[config.mk]
export PLATFORM = sky130hd
export DESIGN_NAME = tasg_core
export DESIGN_NICKNAME = d
export VERILOG_FILES = /design/src/logic/tasg_pkg.sv /design/src/logic/tasg_core.sv
export SDC_FILE = /design/constraint.sdc
export NUM_CORES = 1
export LEC_CHECK = 0
export ABC_AREA = 1
export BUFFER_PORTS_ARGS = -buffer_cell sky130_fd_sc_hd__buf_2
export CELL_PAD_IN_SITES_DETAIL_PLACEMENT = 0
export CELL_PAD_IN_SITES_GLOBAL_PLACEMENT = 2
export CORE_MARGIN = 3
export CORE_UTILIZATION = 36
export CTS_CLUSTER_SIZE = 40
export DETAILED_ROUTE_END_ITERATION = 10
export PLACE_DENSITY = 0.92
export RECOVER_POWER = 50
export SYNTH_ARGS = -nofsm -noshare
export SYNTH_HDL_FRONTEND = slang
export SYNTH_SLANG_ARGS = --single-unit
[constraint.sdc]
create_clock -name clk_sys -period 6.3 [get_ports clk_sys]
set_input_delay 0.945 -clock clk_sys [delete_from_list [all_inputs] [get_ports clk_sys]]
set_output_delay 0.945 -clock clk_sys [all_outputs]
set_load 0.05 [all_outputs]
[src/logic/tasg_pkg.sv]
// Package for the tone and amplitude sound generator: register map, fields, types
package tasg_pkg;

  localparam int ADDR_W = 12;
  localparam int DATA_W = 16;

  // Register byte addresses
  localparam logic [ADDR_W-1:0] ADDR_GENERATOR_CONTROL = 12'h198;
  localparam logic [ADDR_W-1:0] ADDR_TONE_FREQUENCY = 12'h19a;
  localparam logic [ADDR_W-1:0] ADDR_AMPLITUDE = 12'h19c;
  localparam logic [ADDR_W-1:0] ADDR_DECAY_STEP = 12'h19e;
  localparam logic [ADDR_W-1:0] ADDR_NOTE_CYCLE_COUNT = 12'h1a0;
  localparam logic [ADDR_W-1:0] ADDR_NOTE_STATUS = 12'h1a2;

  // generator_control fields
  localparam int CTRL_ENABLE_BIT = 0;
  localparam int CTRL_SEL_LSB = 1;
  localparam int CTRL_SEL_W = 3;
  localparam int CTRL_IRQ_EN_BIT = 4;

  // note_status fields (write one to clear the flag)
  localparam int STAT_NOTE_DONE_BIT = 0;
  localparam int STAT_TONE_BIT = 1;
  localparam int STAT_PULSE_BIT = 2;

  // Reset values
  localparam logic [DATA_W-1:0] CTRL_RESET = 16'h0000;
  localparam logic [7:0] BYTE_RESET = 8'h00;

  // Input clock select codes
  localparam logic [2:0] SEL_DIV1 = 3'h0;
  localparam logic [2:0] SEL_DIV2 = 3'h1;
  localparam logic [2:0] SEL_DIV4 = 3'h2;
  localparam logic [2:0] SEL_DIV8 = 3'h3;
  localparam logic [2:0] SEL_DIV16 = 3'h4;

  // Prescaler width covers the largest divide of sixteen
  localparam int PRESC_W = 4;
  // One amplitude pulse cycle is this many selected input clocks
  localparam int PULSE_STEPS = 256;
  localparam int PULSE_W = 8;
  localparam logic [PULSE_W-1:0] PULSE_LAST = 8'hff;

  typedef struct packed {
    logic [ADDR_W-1:0] addr;
    logic [DATA_W-1:0] wdata;
    logic wr;
    logic rd;
  } tasg_bus_req_t;

  typedef struct packed {
    logic enable;
    logic irq_en;
    logic [CTRL_SEL_W-1:0] input_clock_select;
  } tasg_ctrl_t;

endpackage

[src/logic/tasg_core.sv]
// Tone and amplitude sound generator with register port and note-end request
//
// Operation
// - Output combines a 50% duty tone signal and an amplitude pulse-width signal.
// - Pulse cycle rate comes from the clock through the divider; duty follows amplitude.
// - Amplitude duty is held over a whole tone cycle; changes land between cycles.
// - Tone cycles are counted; reaching note_cycle_count raises the note-end request.
// - Each tone cycle lowers the amplitude by decay_step, down to a floor of zero.
// - Clock select 000..100 divides the input clock by 1, 2, 4, 8, 16.
// - One amplitude pulse cycle lasts exactly 256 selected input clocks.
// - Amplitude 0xff gives full duty; 0x00 gives the smallest duty.
// - Tone frequency is the pulse rate over twice the tone frequency value.
`timescale 1ns/1ps

module tasg_core #(
  parameter int PRESC_W_P = tasg_pkg::PRESC_W
) (
  input wire logic clk_sys,
  input wire logic reset_n,
  input wire tasg_pkg::tasg_bus_req_t bus_req,
  output logic [tasg_pkg::DATA_W-1:0] bus_rdata,
  output logic sound_out,
  output logic note_end_irq
);
  import tasg_pkg::*;

  // Subtract with a floor of zero so a long decay leaves the smallest duty, not a loud wrap
  function automatic logic [7:0] sat_sub(input logic [7:0] a, input logic [7:0] b);
    sat_sub = (a > b) ? 8'(a - b) : BYTE_RESET;
  endfunction

  // Divide ratio minus one for a select code; codes above 100 act as 100
  function automatic logic [PRESC_W_P-1:0] div_last(input logic [2:0] sel);
    case (sel)
      SEL_DIV1: div_last = PRESC_W_P'(0);
      SEL_DIV2: div_last = PRESC_W_P'(1);
      SEL_DIV4: div_last = PRESC_W_P'(3);
      SEL_DIV8: div_last = PRESC_W_P'(7);
      SEL_DIV16: div_last = PRESC_W_P'(15);
      default: div_last = PRESC_W_P'(15);
    endcase
  endfunction

  // Software-visible state
  logic [DATA_W-1:0] generator_control;
  logic [7:0] tone_frequency_value;
  logic [7:0] amplitude_value;
  logic [7:0] decay_step;
  logic [7:0] note_cycle_count;
  logic note_done;

  // Generator state
  logic [PRESC_W_P-1:0] presc_cnt;
  logic [PULSE_W-1:0] pulse_cnt;
  logic [7:0] half_cnt;
  logic [7:0] tone_cycles;
  logic [7:0] amp_active;
  logic tone;

  // Register port decode
  wire wr_ctrl = bus_req.wr && (bus_req.addr == ADDR_GENERATOR_CONTROL);
  wire wr_freq = bus_req.wr && (bus_req.addr == ADDR_TONE_FREQUENCY);
  wire wr_ampl = bus_req.wr && (bus_req.addr == ADDR_AMPLITUDE);
  wire wr_decay = bus_req.wr && (bus_req.addr == ADDR_DECAY_STEP);
  wire wr_count = bus_req.wr && (bus_req.addr == ADDR_NOTE_CYCLE_COUNT);
  wire wr_stat = bus_req.wr && (bus_req.addr == ADDR_NOTE_STATUS);

  tasg_ctrl_t ctrl;
  assign ctrl.enable = generator_control[CTRL_ENABLE_BIT];
  assign ctrl.irq_en = generator_control[CTRL_IRQ_EN_BIT];
  assign ctrl.input_clock_select = generator_control[CTRL_SEL_LSB +: CTRL_SEL_W];

  // Prescaler tick: one enable pulse per selected input clock
  wire [PRESC_W_P-1:0] presc_last = div_last(ctrl.input_clock_select);
  wire tick = ctrl.enable && (presc_cnt >= presc_last);
  wire [PRESC_W_P-1:0] next_presc_cnt =
    (!ctrl.enable || tick) ? PRESC_W_P'(0) : PRESC_W_P'(presc_cnt + 1'b1);

  // Pulse cycle of 256 ticks; while enabled, its last tick is the only point where tone changes
  wire pulse_end = tick && (pulse_cnt == PULSE_LAST);
  wire [PULSE_W-1:0] next_pulse_cnt =
    !ctrl.enable ? '0 : (tick ? PULSE_W'(pulse_cnt + 1'b1) : pulse_cnt);

  // Tone half period is tone_frequency_value pulse cycles; value 0 acts as 256
  wire half_end = pulse_end && (half_cnt == 8'(tone_frequency_value - 1'b1));
  wire tone_cycle_end = half_end && tone;
  wire [7:0] next_half_cnt =
    (!ctrl.enable || half_end) ? BYTE_RESET : (pulse_end ? 8'(half_cnt + 1'b1) : half_cnt);
  wire next_tone = !ctrl.enable ? 1'b0 : (half_end ? !tone : tone);

  // Note length counter; the request marks the end of a note
  wire count_hit = tone_cycle_end && (8'(tone_cycles + 1'b1) == note_cycle_count);
  wire [7:0] next_tone_cycles =
    (!ctrl.enable || count_hit) ? BYTE_RESET :
    (tone_cycle_end ? 8'(tone_cycles + 1'b1) : tone_cycles);

  // Amplitude: a fresh write beats the decay taken in the same cycle
  wire [7:0] next_amplitude_value =
    wr_ampl ? bus_req.wdata[7:0] :
    (tone_cycle_end ? sat_sub(amplitude_value, decay_step) : amplitude_value);
  // Duty only changes at a tone cycle boundary, or while stopped
  wire [7:0] next_amp_active =
    (!ctrl.enable || tone_cycle_end) ? amplitude_value : amp_active;

  // High while the step count is at or below the amplitude: 0xff is always high while enabled
  wire amp_pulse = ctrl.enable && (pulse_cnt <= amp_active);
  wire next_sound_out = tone && amp_pulse;

  // Set wins over a clear in the same cycle
  wire next_note_done =
    count_hit ? 1'b1 : ((wr_stat && bus_req.wdata[STAT_NOTE_DONE_BIT]) ? 1'b0 : note_done);

  // Read mux; unmapped addresses read zero
  logic [DATA_W-1:0] next_rdata;
  always_comb begin
    next_rdata = '0;
    if (bus_req.rd) begin
      case (bus_req.addr)
        ADDR_GENERATOR_CONTROL: next_rdata = generator_control;
        ADDR_TONE_FREQUENCY: next_rdata = {8'h00, tone_frequency_value};
        ADDR_AMPLITUDE: next_rdata = {8'h00, amplitude_value};
        ADDR_DECAY_STEP: next_rdata = {8'h00, decay_step};
        ADDR_NOTE_CYCLE_COUNT: next_rdata = {8'h00, note_cycle_count};
        ADDR_NOTE_STATUS: begin
          next_rdata[STAT_NOTE_DONE_BIT] = note_done;
          next_rdata[STAT_TONE_BIT] = tone;
          next_rdata[STAT_PULSE_BIT] = amp_pulse;
        end
        default: next_rdata = '0;
      endcase
    end
  end

  // Registers written by software
  always_ff @(posedge clk_sys) begin
    if (!reset_n) begin
      generator_control <= CTRL_RESET;
      tone_frequency_value <= BYTE_RESET;
      decay_step <= BYTE_RESET;
      note_cycle_count <= BYTE_RESET;
    end else begin
      if (wr_ctrl) generator_control <= bus_req.wdata;
      if (wr_freq) tone_frequency_value <= bus_req.wdata[7:0];
      if (wr_decay) decay_step <= bus_req.wdata[7:0];
      if (wr_count) note_cycle_count <= bus_req.wdata[7:0];
    end
  end

  // Generator datapath
  always_ff @(posedge clk_sys) begin
    if (!reset_n) begin
      presc_cnt <= '0;
      pulse_cnt <= '0;
      half_cnt <= BYTE_RESET;
      tone <= 1'b0;
      tone_cycles <= BYTE_RESET;
      amplitude_value <= BYTE_RESET;
      amp_active <= BYTE_RESET;
    end else begin
      presc_cnt <= next_presc_cnt;
      pulse_cnt <= next_pulse_cnt;
      half_cnt <= next_half_cnt;
      tone <= next_tone;
      tone_cycles <= next_tone_cycles;
      amplitude_value <= next_amplitude_value;
      amp_active <= next_amp_active;
    end
  end

  // Outputs, each straight from a flip-flop
  always_ff @(posedge clk_sys) begin
    if (!reset_n) begin
      note_done <= 1'b0;
      note_end_irq <= 1'b0;
      sound_out <= 1'b0;
      bus_rdata <= '0;
    end else begin
      note_done <= next_note_done;
      note_end_irq <= next_note_done && ctrl.irq_en;
      sound_out <= next_sound_out;
      bus_rdata <= next_rdata;
    end
  end

endmodule

# Word level (Yosys, flattened, before mapping)
# Cells that the tools add are included.
dict set report word_totals {
  register_bits 104
  elab_cells 73
}
dict set report op_classes {
  add_sub_neg 6
  order_cmp 3
  eq_ne 12
  mux 8
  n_bitwise 1
  reduce_logical 28
}
# operator count
set op_table {}
lappend op_table {{12-bit by 9-bit equality test with 1-bit output, second input constant} 6}
lappend op_table {{13-bit one-hot mux with 5 select lines} 1}
lappend op_table {{8-bit by 1-bit adder with 8-bit output, second input constant} 3}
lappend op_table {{8-bit 2-to-1 mux} 3}
lappend op_table {{3-bit one-hot mux with 6 select lines} 1}
lappend op_table {{8-bit equality test} 2}
lappend op_table {{4-bit one-hot mux with 4 select lines} 1}
lappend op_table {{1-bit logical AND} 15}
lappend op_table {{8-bit equality test, second input constant} 1}
lappend op_table {{8-bit > comparator} 1}
lappend op_table {{8-bit <= comparator} 1}
lappend op_table {{8-bit by 1-bit subtractor with 8-bit output, second input constant} 1}
lappend op_table {{8-bit subtractor} 1}
lappend op_table {{3-bit by 2-bit equality test with 1-bit output, second input constant} 2}
lappend op_table {{2-bit OR reduction} 3}
lappend op_table {{4-bit by 1-bit adder with 4-bit output, second input constant} 1}
lappend op_table {{4-bit >= comparator} 1}
lappend op_table {{1-bit logical OR} 4}
lappend op_table {{2-bit AND reduction} 2}
lappend op_table {{3-bit by 1-bit equality test with 1-bit output, second input constant} 1}
lappend op_table {{3-bit logical NOT} 1}
lappend op_table {{1-bit logical NOT} 2}
lappend op_table {{1-bit 2-to-1 mux} 2}
lappend op_table {{2-bit nonzero test} 1}
lappend op_table {{1-bit inverter} 1}

# Logic depth before layout (Yosys ltp)
# Gate-level depths: netlist (run 1).
dict set report logic_depth {
  ltp_word 10
  mapped_depth 16
}

# Worst setup path after synthesis (run 1)
# No wires, ideal clock.
dict set report synth_path {
  path_kind {in2reg}
  from {input port bus_req[19] (netlist name)}
  to {register note_cycle_count[0]}
  setup_ps 116
  t_arrival_ps 2048
  t_required_ps 6184
  setup_slack_ps 4136
  path_stages 9
  n_path_buf 1
  path_cell_list {or2_1 > nor2_1 > inv_1 > nor2_4 > inv_1 > nor2_4 > buf_4 > nand2_1 > o211a_1}
}
dict set report synth_between {
  elab_chain_len 2
}
# item line
set synth_lines {}
lappend synth_lines {{start: declaration} tasg_core.sv:20} ;# input wire tasg_pkg::tasg_bus_req_t bus_req,
lappend synth_lines {{12-bit by 9-bit equality test with 1-bit output} tasg_core.sv:65} ;# wire wr_count = bus_req.wr && (bus_req.addr == ADDR_NOTE_CYCLE_COUNT);
lappend synth_lines {{1-bit logical AND} tasg_core.sv:65}
lappend synth_lines {{end signal: assignment} tasg_core.sv:145} ;# if (wr_count) note_cycle_count <= bus_req.wdata[7:0];
lappend synth_lines {{end: declaration} tasg_core.sv:49} ;# logic [7:0] note_cycle_count;
# No other way between the ends.
# A chain may end at the register's enable or synchronous reset.

# Worst setup path in the final report (run 1)
dict set report layout_path {
  from {input port reset_n}
  to {register bus_rdata[7] (netlist name)}
}
dict set report layout_between {
  elab_chain_len 1
}
# item line
set layout_lines {}
lappend layout_lines {{start: declaration} tasg_core.sv:19} ;# input wire logic reset_n,
lappend layout_lines {{2-bit AND reduction (no source line)} -}
lappend layout_lines {{end signal: assignment} tasg_core.sv:181} ;# bus_rdata <= next_rdata;
lappend layout_lines {{end: declaration} tasg_core.sv:21} ;# output logic [tasg_pkg::DATA_W-1:0] bus_rdata,
# No other way between the ends.

==> results of run 1 <==
cell usage in the layout (no fill, tap or decap), types with 20 or more instances in the layout:
cell type and count:
clkbuf_1 20, nand2_1 166, dfxtp_1 104, buf_2 31, ha_1 25, a21oi_1 80, nand3_1 41, inv_1 103
o21ai_0 51, nor2_1 98
metrics by stage:
stage          hold slack (ps)    util  setup slack (ps)  total power [mW]
2_1_floorplan            421.5       -              4136            0.6889
6_report                 442.3  0.4178              2307             1.230
3_5_place_dp             431.2  0.4006              2743            0.7076
5_1_grt                  463.4  0.4178              1975             1.269
3_3_place_gp             432.2  0.4006              2860            0.7071
4_1_cts                  443.4  0.4194              3113             1.243
flip-flops by register name, summed over array words and instances, names as in the netlist, 8 cells and up:
name and flops:
amp_active 8, amplitude_value 8, bus_rdata 16, decay_step 8, generator_control 16, half_cnt 8, note_cycle_count 8, pulse_cnt 8
tone_cycles 8, tone_frequency_value 8
path summary, 6_finish.rpt:
path / endpoint / slack, ps / cells past startpoint
setup / recovery: bus_rdata[7] / 2310 / 6
hold reg to reg: bus_rdata[11] / 440 / 2
setup reg to reg: amplitude_value[5] / 3140 / 13
hold / removal: bus_rdata[11] / 440 / 2
final cells by class:
type                            instances  area (um^2)  area share
Clock buffer                           10        229.0     0.03687
Clock inverter                          6        51.30    0.008259
Inverter                              107        401.6     0.06467
Multi-Input combinational cell        572         2983      0.4803
Sequential cell                       104         2082      0.3352
Tap cell                              184        230.2     0.03707
Timing Repair Buffer                   51        234.0     0.03767
power by group through the flow:
stage	clock [mW]	sequential [mW]	combinational [mW]
global route	0.573	0.657	0.0394
floorplan	0	0.672	0.0166
finish	0.538	0.657	0.0357
detailed placement	0	0.672	0.0353
global placement	0	0.672	0.0348
CTS	0.551	0.657	0.0354
critical path, delay by kind of cell:
family / cells / cell delay, ps
AOI/OAI and AO/OA: 2 / 560
and+or+nand+nor: 1 / 610
buffers and inverters: 3 / 2090
cell families after synthesis:
| logic type | count (synthesis) | share of synthesized area |
|---|---|---|
| xor gates and xnor gates | 17 | 0.02662 |
| buffers and inverters | 128 | 0.09485 |
| and+or+nand+nor | 372 | 0.2944 |
| DFF | 104 | 0.3723 |
| adders and majority gates | 26 | 0.05951 |
| AOI/OAI and AO/OA | 157 | 0.1523 |
per-layer routing:
layer | track usage | wire length, um | vias up
li1 | - | - | 2696
met3 | 0.04106 | 792 | 29
met5 | 0 | 0 | -
met2 | 0.2981 | 6850 | 144
met4 | 0.06836 | 404 | 0
met1 | 0.2436 | 7285 | 2376
==> impl_metrics.yaml, run 1 <==
drt:
  dr.pass1.iters: 5
  avgRoutedWirePerCell_um: 14.83
  via_per_inst: 5.073
  ant_nets: 0
  drt-initial-drc-count: 357
  wl_um: 15330
  drc: 0
  num_vias: 5245
clock_tree:
  postCtsHoldBufs: 0
  cts.path.max_buffers: 2
  postCtsSetupBuffers: 0
  post_cts_resized: 0
  clock_sinks: 104
  clk_latency_ps: 350
  cts_tree: "yes"
  numCtsBuffers: 9
  clk_pin_slew_ps: 70
  htreeDepth: 3
  cts_root_buf: "clkbuf_16"
die:
  num_rows: 44
  die_y_um: 130.6
  io_pins: 50
  start_util: 0.3763
  fp.dieW_um: 130.6
  core-area_um2: 14860
  die_area_um2: 17070
setup_path:
  path_class: "input pin to register"
  cp_max_fo: 58
  critPathLaunchType: "input pin"
  r2r-start: "generator_control[3]"
  cp_slowest_cell: "clkbuf_1"
  path_cells: "buf_2 > clkbuf_1 > nand2_1 > clkinv_1 > o21ai_1 > a31oi_1"
  slowest_delay_ps: 1630
  critPathArrivalTime_ps: 4220
  cp-end-kind: "register"
  required_ps: 6530
  startpoint: "reset_n"
power_and_ir_drop:
  p_leak_nw: 2.586
  p_switching_mw: 0.2869
  switching_share: 0.2332
  p_int_mw: 0.9433
  clockPowerShare: 0.437
  p_seq_frac: 0.534
  p_per_area_nw_per_um2: 198.1
  ir_worst_vdd_mv: 0.1164
  combPwrFrac: 0.029
job:
  max-cap-violations: 1
grt:
  grt_pass1_vias: 5000
  grt_max_degree: 59
  grt_pass1_wl_um: 24790
  grt_usage: 0.1850
  grt-ovfl-total: 0
  antenna_found_initial: 0
outcome:
  violations: "max-capacitance violations, max-slew violations"
  outcome: "finished with violations"
sta:
  period_share: 0.6338
  finalSetupViolations: 0
  finClkSkew_ps: 5.278
  worstMarginPinSlew_ps: 2314
  fin_setup_tns_ps: 0
  hold_viol_final: 0
  period_minus_slack_ps: 3993
  drv_slew: 59
  max_freq_mhz: 250.5
  max_slew_margin: -0.5427
  rsz0062_at_grt: "no"
yosys:
  synth_edf_count: 0
  ys_ff_latch: 104
  synthFlopType: "dfxtp_1"
  synth_common_cells: "nand2_1 (166), dfxtp_1 (104), inv_1 (103)"
  yosysMostFrequentCell: "nand2_1"
  yosysSeqAreaShare: 0.3723
  ys_async_sr_fraction: 0
  synth_top_area_frac: 0.3723
  synth_nets: 862
  synth_cell_type_count: 45
  avgSynthCellArea_um2: 6.956
  yosys_warnings: 0
  synth_area_leader_cell: "dfxtp_1"
  synthTopCellsByArea: "dfxtp_1 (37%), nand2_1 (11%), a21oi_1 (7.2%), inv_1 (6.9%), nor2_1 (6.6%)"
  synthCells: 804
  syn-cell-area_um2: 5593
cells_and_area:
  num_antenna_cells: 0
  final_cell_area_um2: 6211
  nFillCells: 1540
  fin_nets: 903
  area_delta_synth_final_pct: 11.05
  drive_gt1_frac: 0.09176
  finalNonFillerCells: 1034
hold_path:
  hold_path.class: "register to register"
  min_from: "generator_control[11]"
placement:
  portBuffers: 49
  place.gp.congestion: 0.8856
  hpwl_um: 11640
  place_inst: 1018
  placed_cell_area_um2: 5954
Power figures use the tool's default switching activity.
==> run 2: changes to the inputs <==
--- a/config.mk
+++ b/config.mk
@@ -5,15 +5,15 @@
 export SDC_FILE = /design/constraint.sdc
 export NUM_CORES = 1
 export LEC_CHECK = 0
-export ABC_AREA = 1
+export ABC_AREA = 0
 export BUFFER_PORTS_ARGS = -buffer_cell sky130_fd_sc_hd__buf_2
 export CELL_PAD_IN_SITES_DETAIL_PLACEMENT = 0
 export CELL_PAD_IN_SITES_GLOBAL_PLACEMENT = 2
 export CORE_MARGIN = 3
-export CORE_UTILIZATION = 36
+export CORE_UTILIZATION = 38
 export CTS_CLUSTER_SIZE = 40
 export DETAILED_ROUTE_END_ITERATION = 10
-export PLACE_DENSITY = 0.92
+export PLACE_DENSITY = 0.89
 export RECOVER_POWER = 50
 export SYNTH_ARGS = -nofsm -noshare
 export SYNTH_HDL_FRONTEND = slang
==> constraint.sdc (replaced) <==
create_clock -name clk_sys -period 4 [get_ports clk_sys]
set_input_delay 0.6 -clock clk_sys [delete_from_list [all_inputs] [get_ports clk_sys]]
set_output_delay 0.6 -clock clk_sys [all_outputs]
set_load 0.05 [all_outputs]
==> run 2 against run 1 <==
The run now ends clean. Register-to-register slack worse by 2200 ps. Clock power up 63%. Final cell count down 19%. Largest power group unchanged. Via count down 13%. Count of clock-buffer cells in the layout up 2. Flip-flop and latch count unchanged. Global-route usage down 0.69 points. Area after synthesis up 1.4%. Non-clock buffer count up 2. Synthesized cell count down 23%. Critical endpoint is now tone_cycles[4].
==> impl_metrics.yaml, run 2 <==
die:
  die_area_um2: 16430
  start_util: 0.3888
  fp.dieW_um: 128.2
  core-area_um2: 14590
  num_rows: 44
  io_pins: 50
  die_y_um: 128.2
yosys:
  synthTopCellsByArea: "dfxtp_1 (37%), mux2i_1 (6.9%), ha_1 (5.5%), nor2b_1 (3.8%), xor2_1 (3.6%)"
  synth_top_area_frac: 0.3671
  synthXorXnorAreaFrac: 0.05559
  synth_common_cells: "dfxtp_1 (104), nor2_1 (43), nand2_1 (41)"
  synth_top_family_by_area: "simple AND/OR/NAND/NOR gates"
  synth_nets: 677
  ys_async_sr_fraction: 0
  ys_ff_latch: 104
  synth-simple-area-share: 0.2383
  yosysMostFrequentCell: "dfxtp_1"
  synth_mux_area_frac: 0.1032
  synth_edf_count: 0
  syn-cell-area_um2: 5672
  synth_adder_area_share: 0.05868
  synth-compound-area-share: 0.1328
  yosys_warnings: 0
  synthFlopType: "dfxtp_1"
  avgSynthCellArea_um2: 9.163
  yosysSeqAreaShare: 0.3671
  synth_area_leader_cell: "dfxtp_1"
  synthCells: 619
  synth_cell_type_count: 71
cells_and_area:
  seqCellArea_um2: 2082
  fin_nets: 707
  multi_input_area_um2: 3327
  largestRegisters: "bus_rdata x16, generator_control x16"
  final_cell_mix: "dfxtp_1 (104), nor2_1 (43), nand2_1 (41), mux2i_1 (39), nor2b_1 (34)"
  drive_gt1_frac: 0.1040
  nFillCells: 1449
  final_common_cell: "dfxtp_1"
  num_antenna_cells: 0
  area_delta_synth_final_pct: 10.48
sta:
  finClkSkew_ps: 7.360
  fin_setup_tns_ps: 0
  hold_viol_final: 0
  finalSetupViolations: 0
  setup_ws_ps: 959.5
  worstMarginPinSlew_ps: 801.6
  rsz0062_at_grt: "no"
  max_slew_margin: 0.4642
  drv_slew: 0
  max_freq_mhz: 328.9
  period_share: 0.7601
  period_minus_slack_ps: 3040
power_and_ir_drop:
  p_total_mw: 1.970
  ir_worst_vdd_mv: 0.2028
  p_per_area_nw_per_um2: 314.4
  p_leak_nw: 2.210
setup_path:
  critPathLaunchType: "register"
  cp_max_fo: 18
  critPathArrivalTime_ps: 3300
  cp-end-kind: "register"
  required_ps: 4260
  path_class: "register to register"
drt:
  num_vias: 4578
  dr.pass1.iters: 5
  via_per_inst: 5.463
  drc: 0
  drt-initial-drc-count: 392
  wl_um: 14110
  avgRoutedWirePerCell_um: 16.83
  ant_nets: 0
grt:
  grt_max_degree: 61
  grt_pass1_vias: 4377
  grt_pass1_wl_um: 22930
  grt-ovfl-total: 0
  antenna_found_initial: 0
  grt_usage: 0.1781
placement:
  portBuffers: 49
  hpwl_um: 10480
  dpl_worst_slack_ps: 969.6
  place.gp.congestion: 0.8099
clock_tree:
  clk_latency_ps: 360
  post_cts_resized: 0
  postCtsHoldBufs: 0
  clock_sinks: 104
  numCtsBuffers: 9
  postCtsSetupBuffers: 0
  htreeDepth: 3
  cts.path.max_buffers: 2
  clk_pin_slew_ps: 70
  cts_root_buf: "clkbuf_16"
  cts_tree: "yes"
job:
  max-cap-violations: 0
outcome:
  outcome: "complete, no violations"
hold_path:
  hold_path.class: "register to register"
## run 2: changes by cell type after synthesis, moves of 23 or more
cell / previous run / this run
o21ai_0: 51 / 28
mux2i_1: 0 / 39
nand2_1: 166 / 41
nor2b_1: 0 / 34
inv_1: 103 / 24
a21oi_1: 80 / 13
nor2_1: 99 / 43
## run 2: routing by layer
metal | GRT usage | part of all wire | up-vias | wire length, um
met1 | 0.2429 | 0.48 | 2184 | 6783
li1 | - | - | 2274 | -
met5 | 0 | 0 | - | 0
met2 | 0.2733 | 0.45 | 97 | 6397
met4 | 0.06117 | 0.020 | 0 | 282
met3 | 0.04625 | 0.046 | 23 | 643
## run 2: cells by family after synthesis
| group | after synthesis |
|---|---|
| AOI/OAI and AO/OA | 103 |
| DFF | 104 |
| muxes | 48 |
| buffers and inverters | 58 |
| and+or+nand+nor | 244 |
| xor gates and xnor gates | 36 |
| adders and majority gates | 26 |
## run 2: cell type report
cell class,instances,area share
Sequential cell,104,0.3323
Inverter,24,0.01438
Multi-Input combinational cell,457,0.5310
Clock buffer,12,0.03774
Tap cell,184,0.03674
Clock inverter,4,0.008786
Timing Repair Buffer,53,0.03914
## run 2: report_power, final
part	switching [mW]	internal (mW)
clock	0.387	0.488
combinational	0.0362	0.0236
sequential	0.0000649	1.03
## run 2: through the flow
| stage | utilization | hold slack (ps) | cells | instance area [um^2] |
|---|---|---|---|---|
| after floorplan | - | 429.1 | 619 | 5672 |
| after global placement | 0.4134 | 434.0 | 822 | 6031 |
| after detailed placement | 0.4134 | 442.2 | 822 | 6031 |
| after CTS | 0.4334 | 458.8 | 838 | 6322 |
| final | 0.4295 | 452.3 | 838 | 6266 |
| after global routing | 0.4295 | 481.4 | 838 | 6266 |
## run 2: worst paths after layout
| kind | from | end | slack, ps | cells after the start |
|---|---|---|---|---|
| worst max-delay path | tone_frequency_value[0] | tone_cycles[4] | 960 | 8 |
| worst min-delay path | generator_control[11] | bus_rdata[11] | 450 | 1 |
| worst max register to register | tone_frequency_value[0] | tone_cycles[4] | 960 | 8 |
| worst min register to register | generator_control[11] | bus_rdata[11] | 450 | 1 |
## run 2: critical path: stages, from the launching register on
cell      delay, ps
dfxtp_1         510
inv_1            80
ha_1            280
o21ba_1         190
a221oi_1        390
o221ai_1        210
or3_1           660
nand2b_4        320
o41ai_2         290
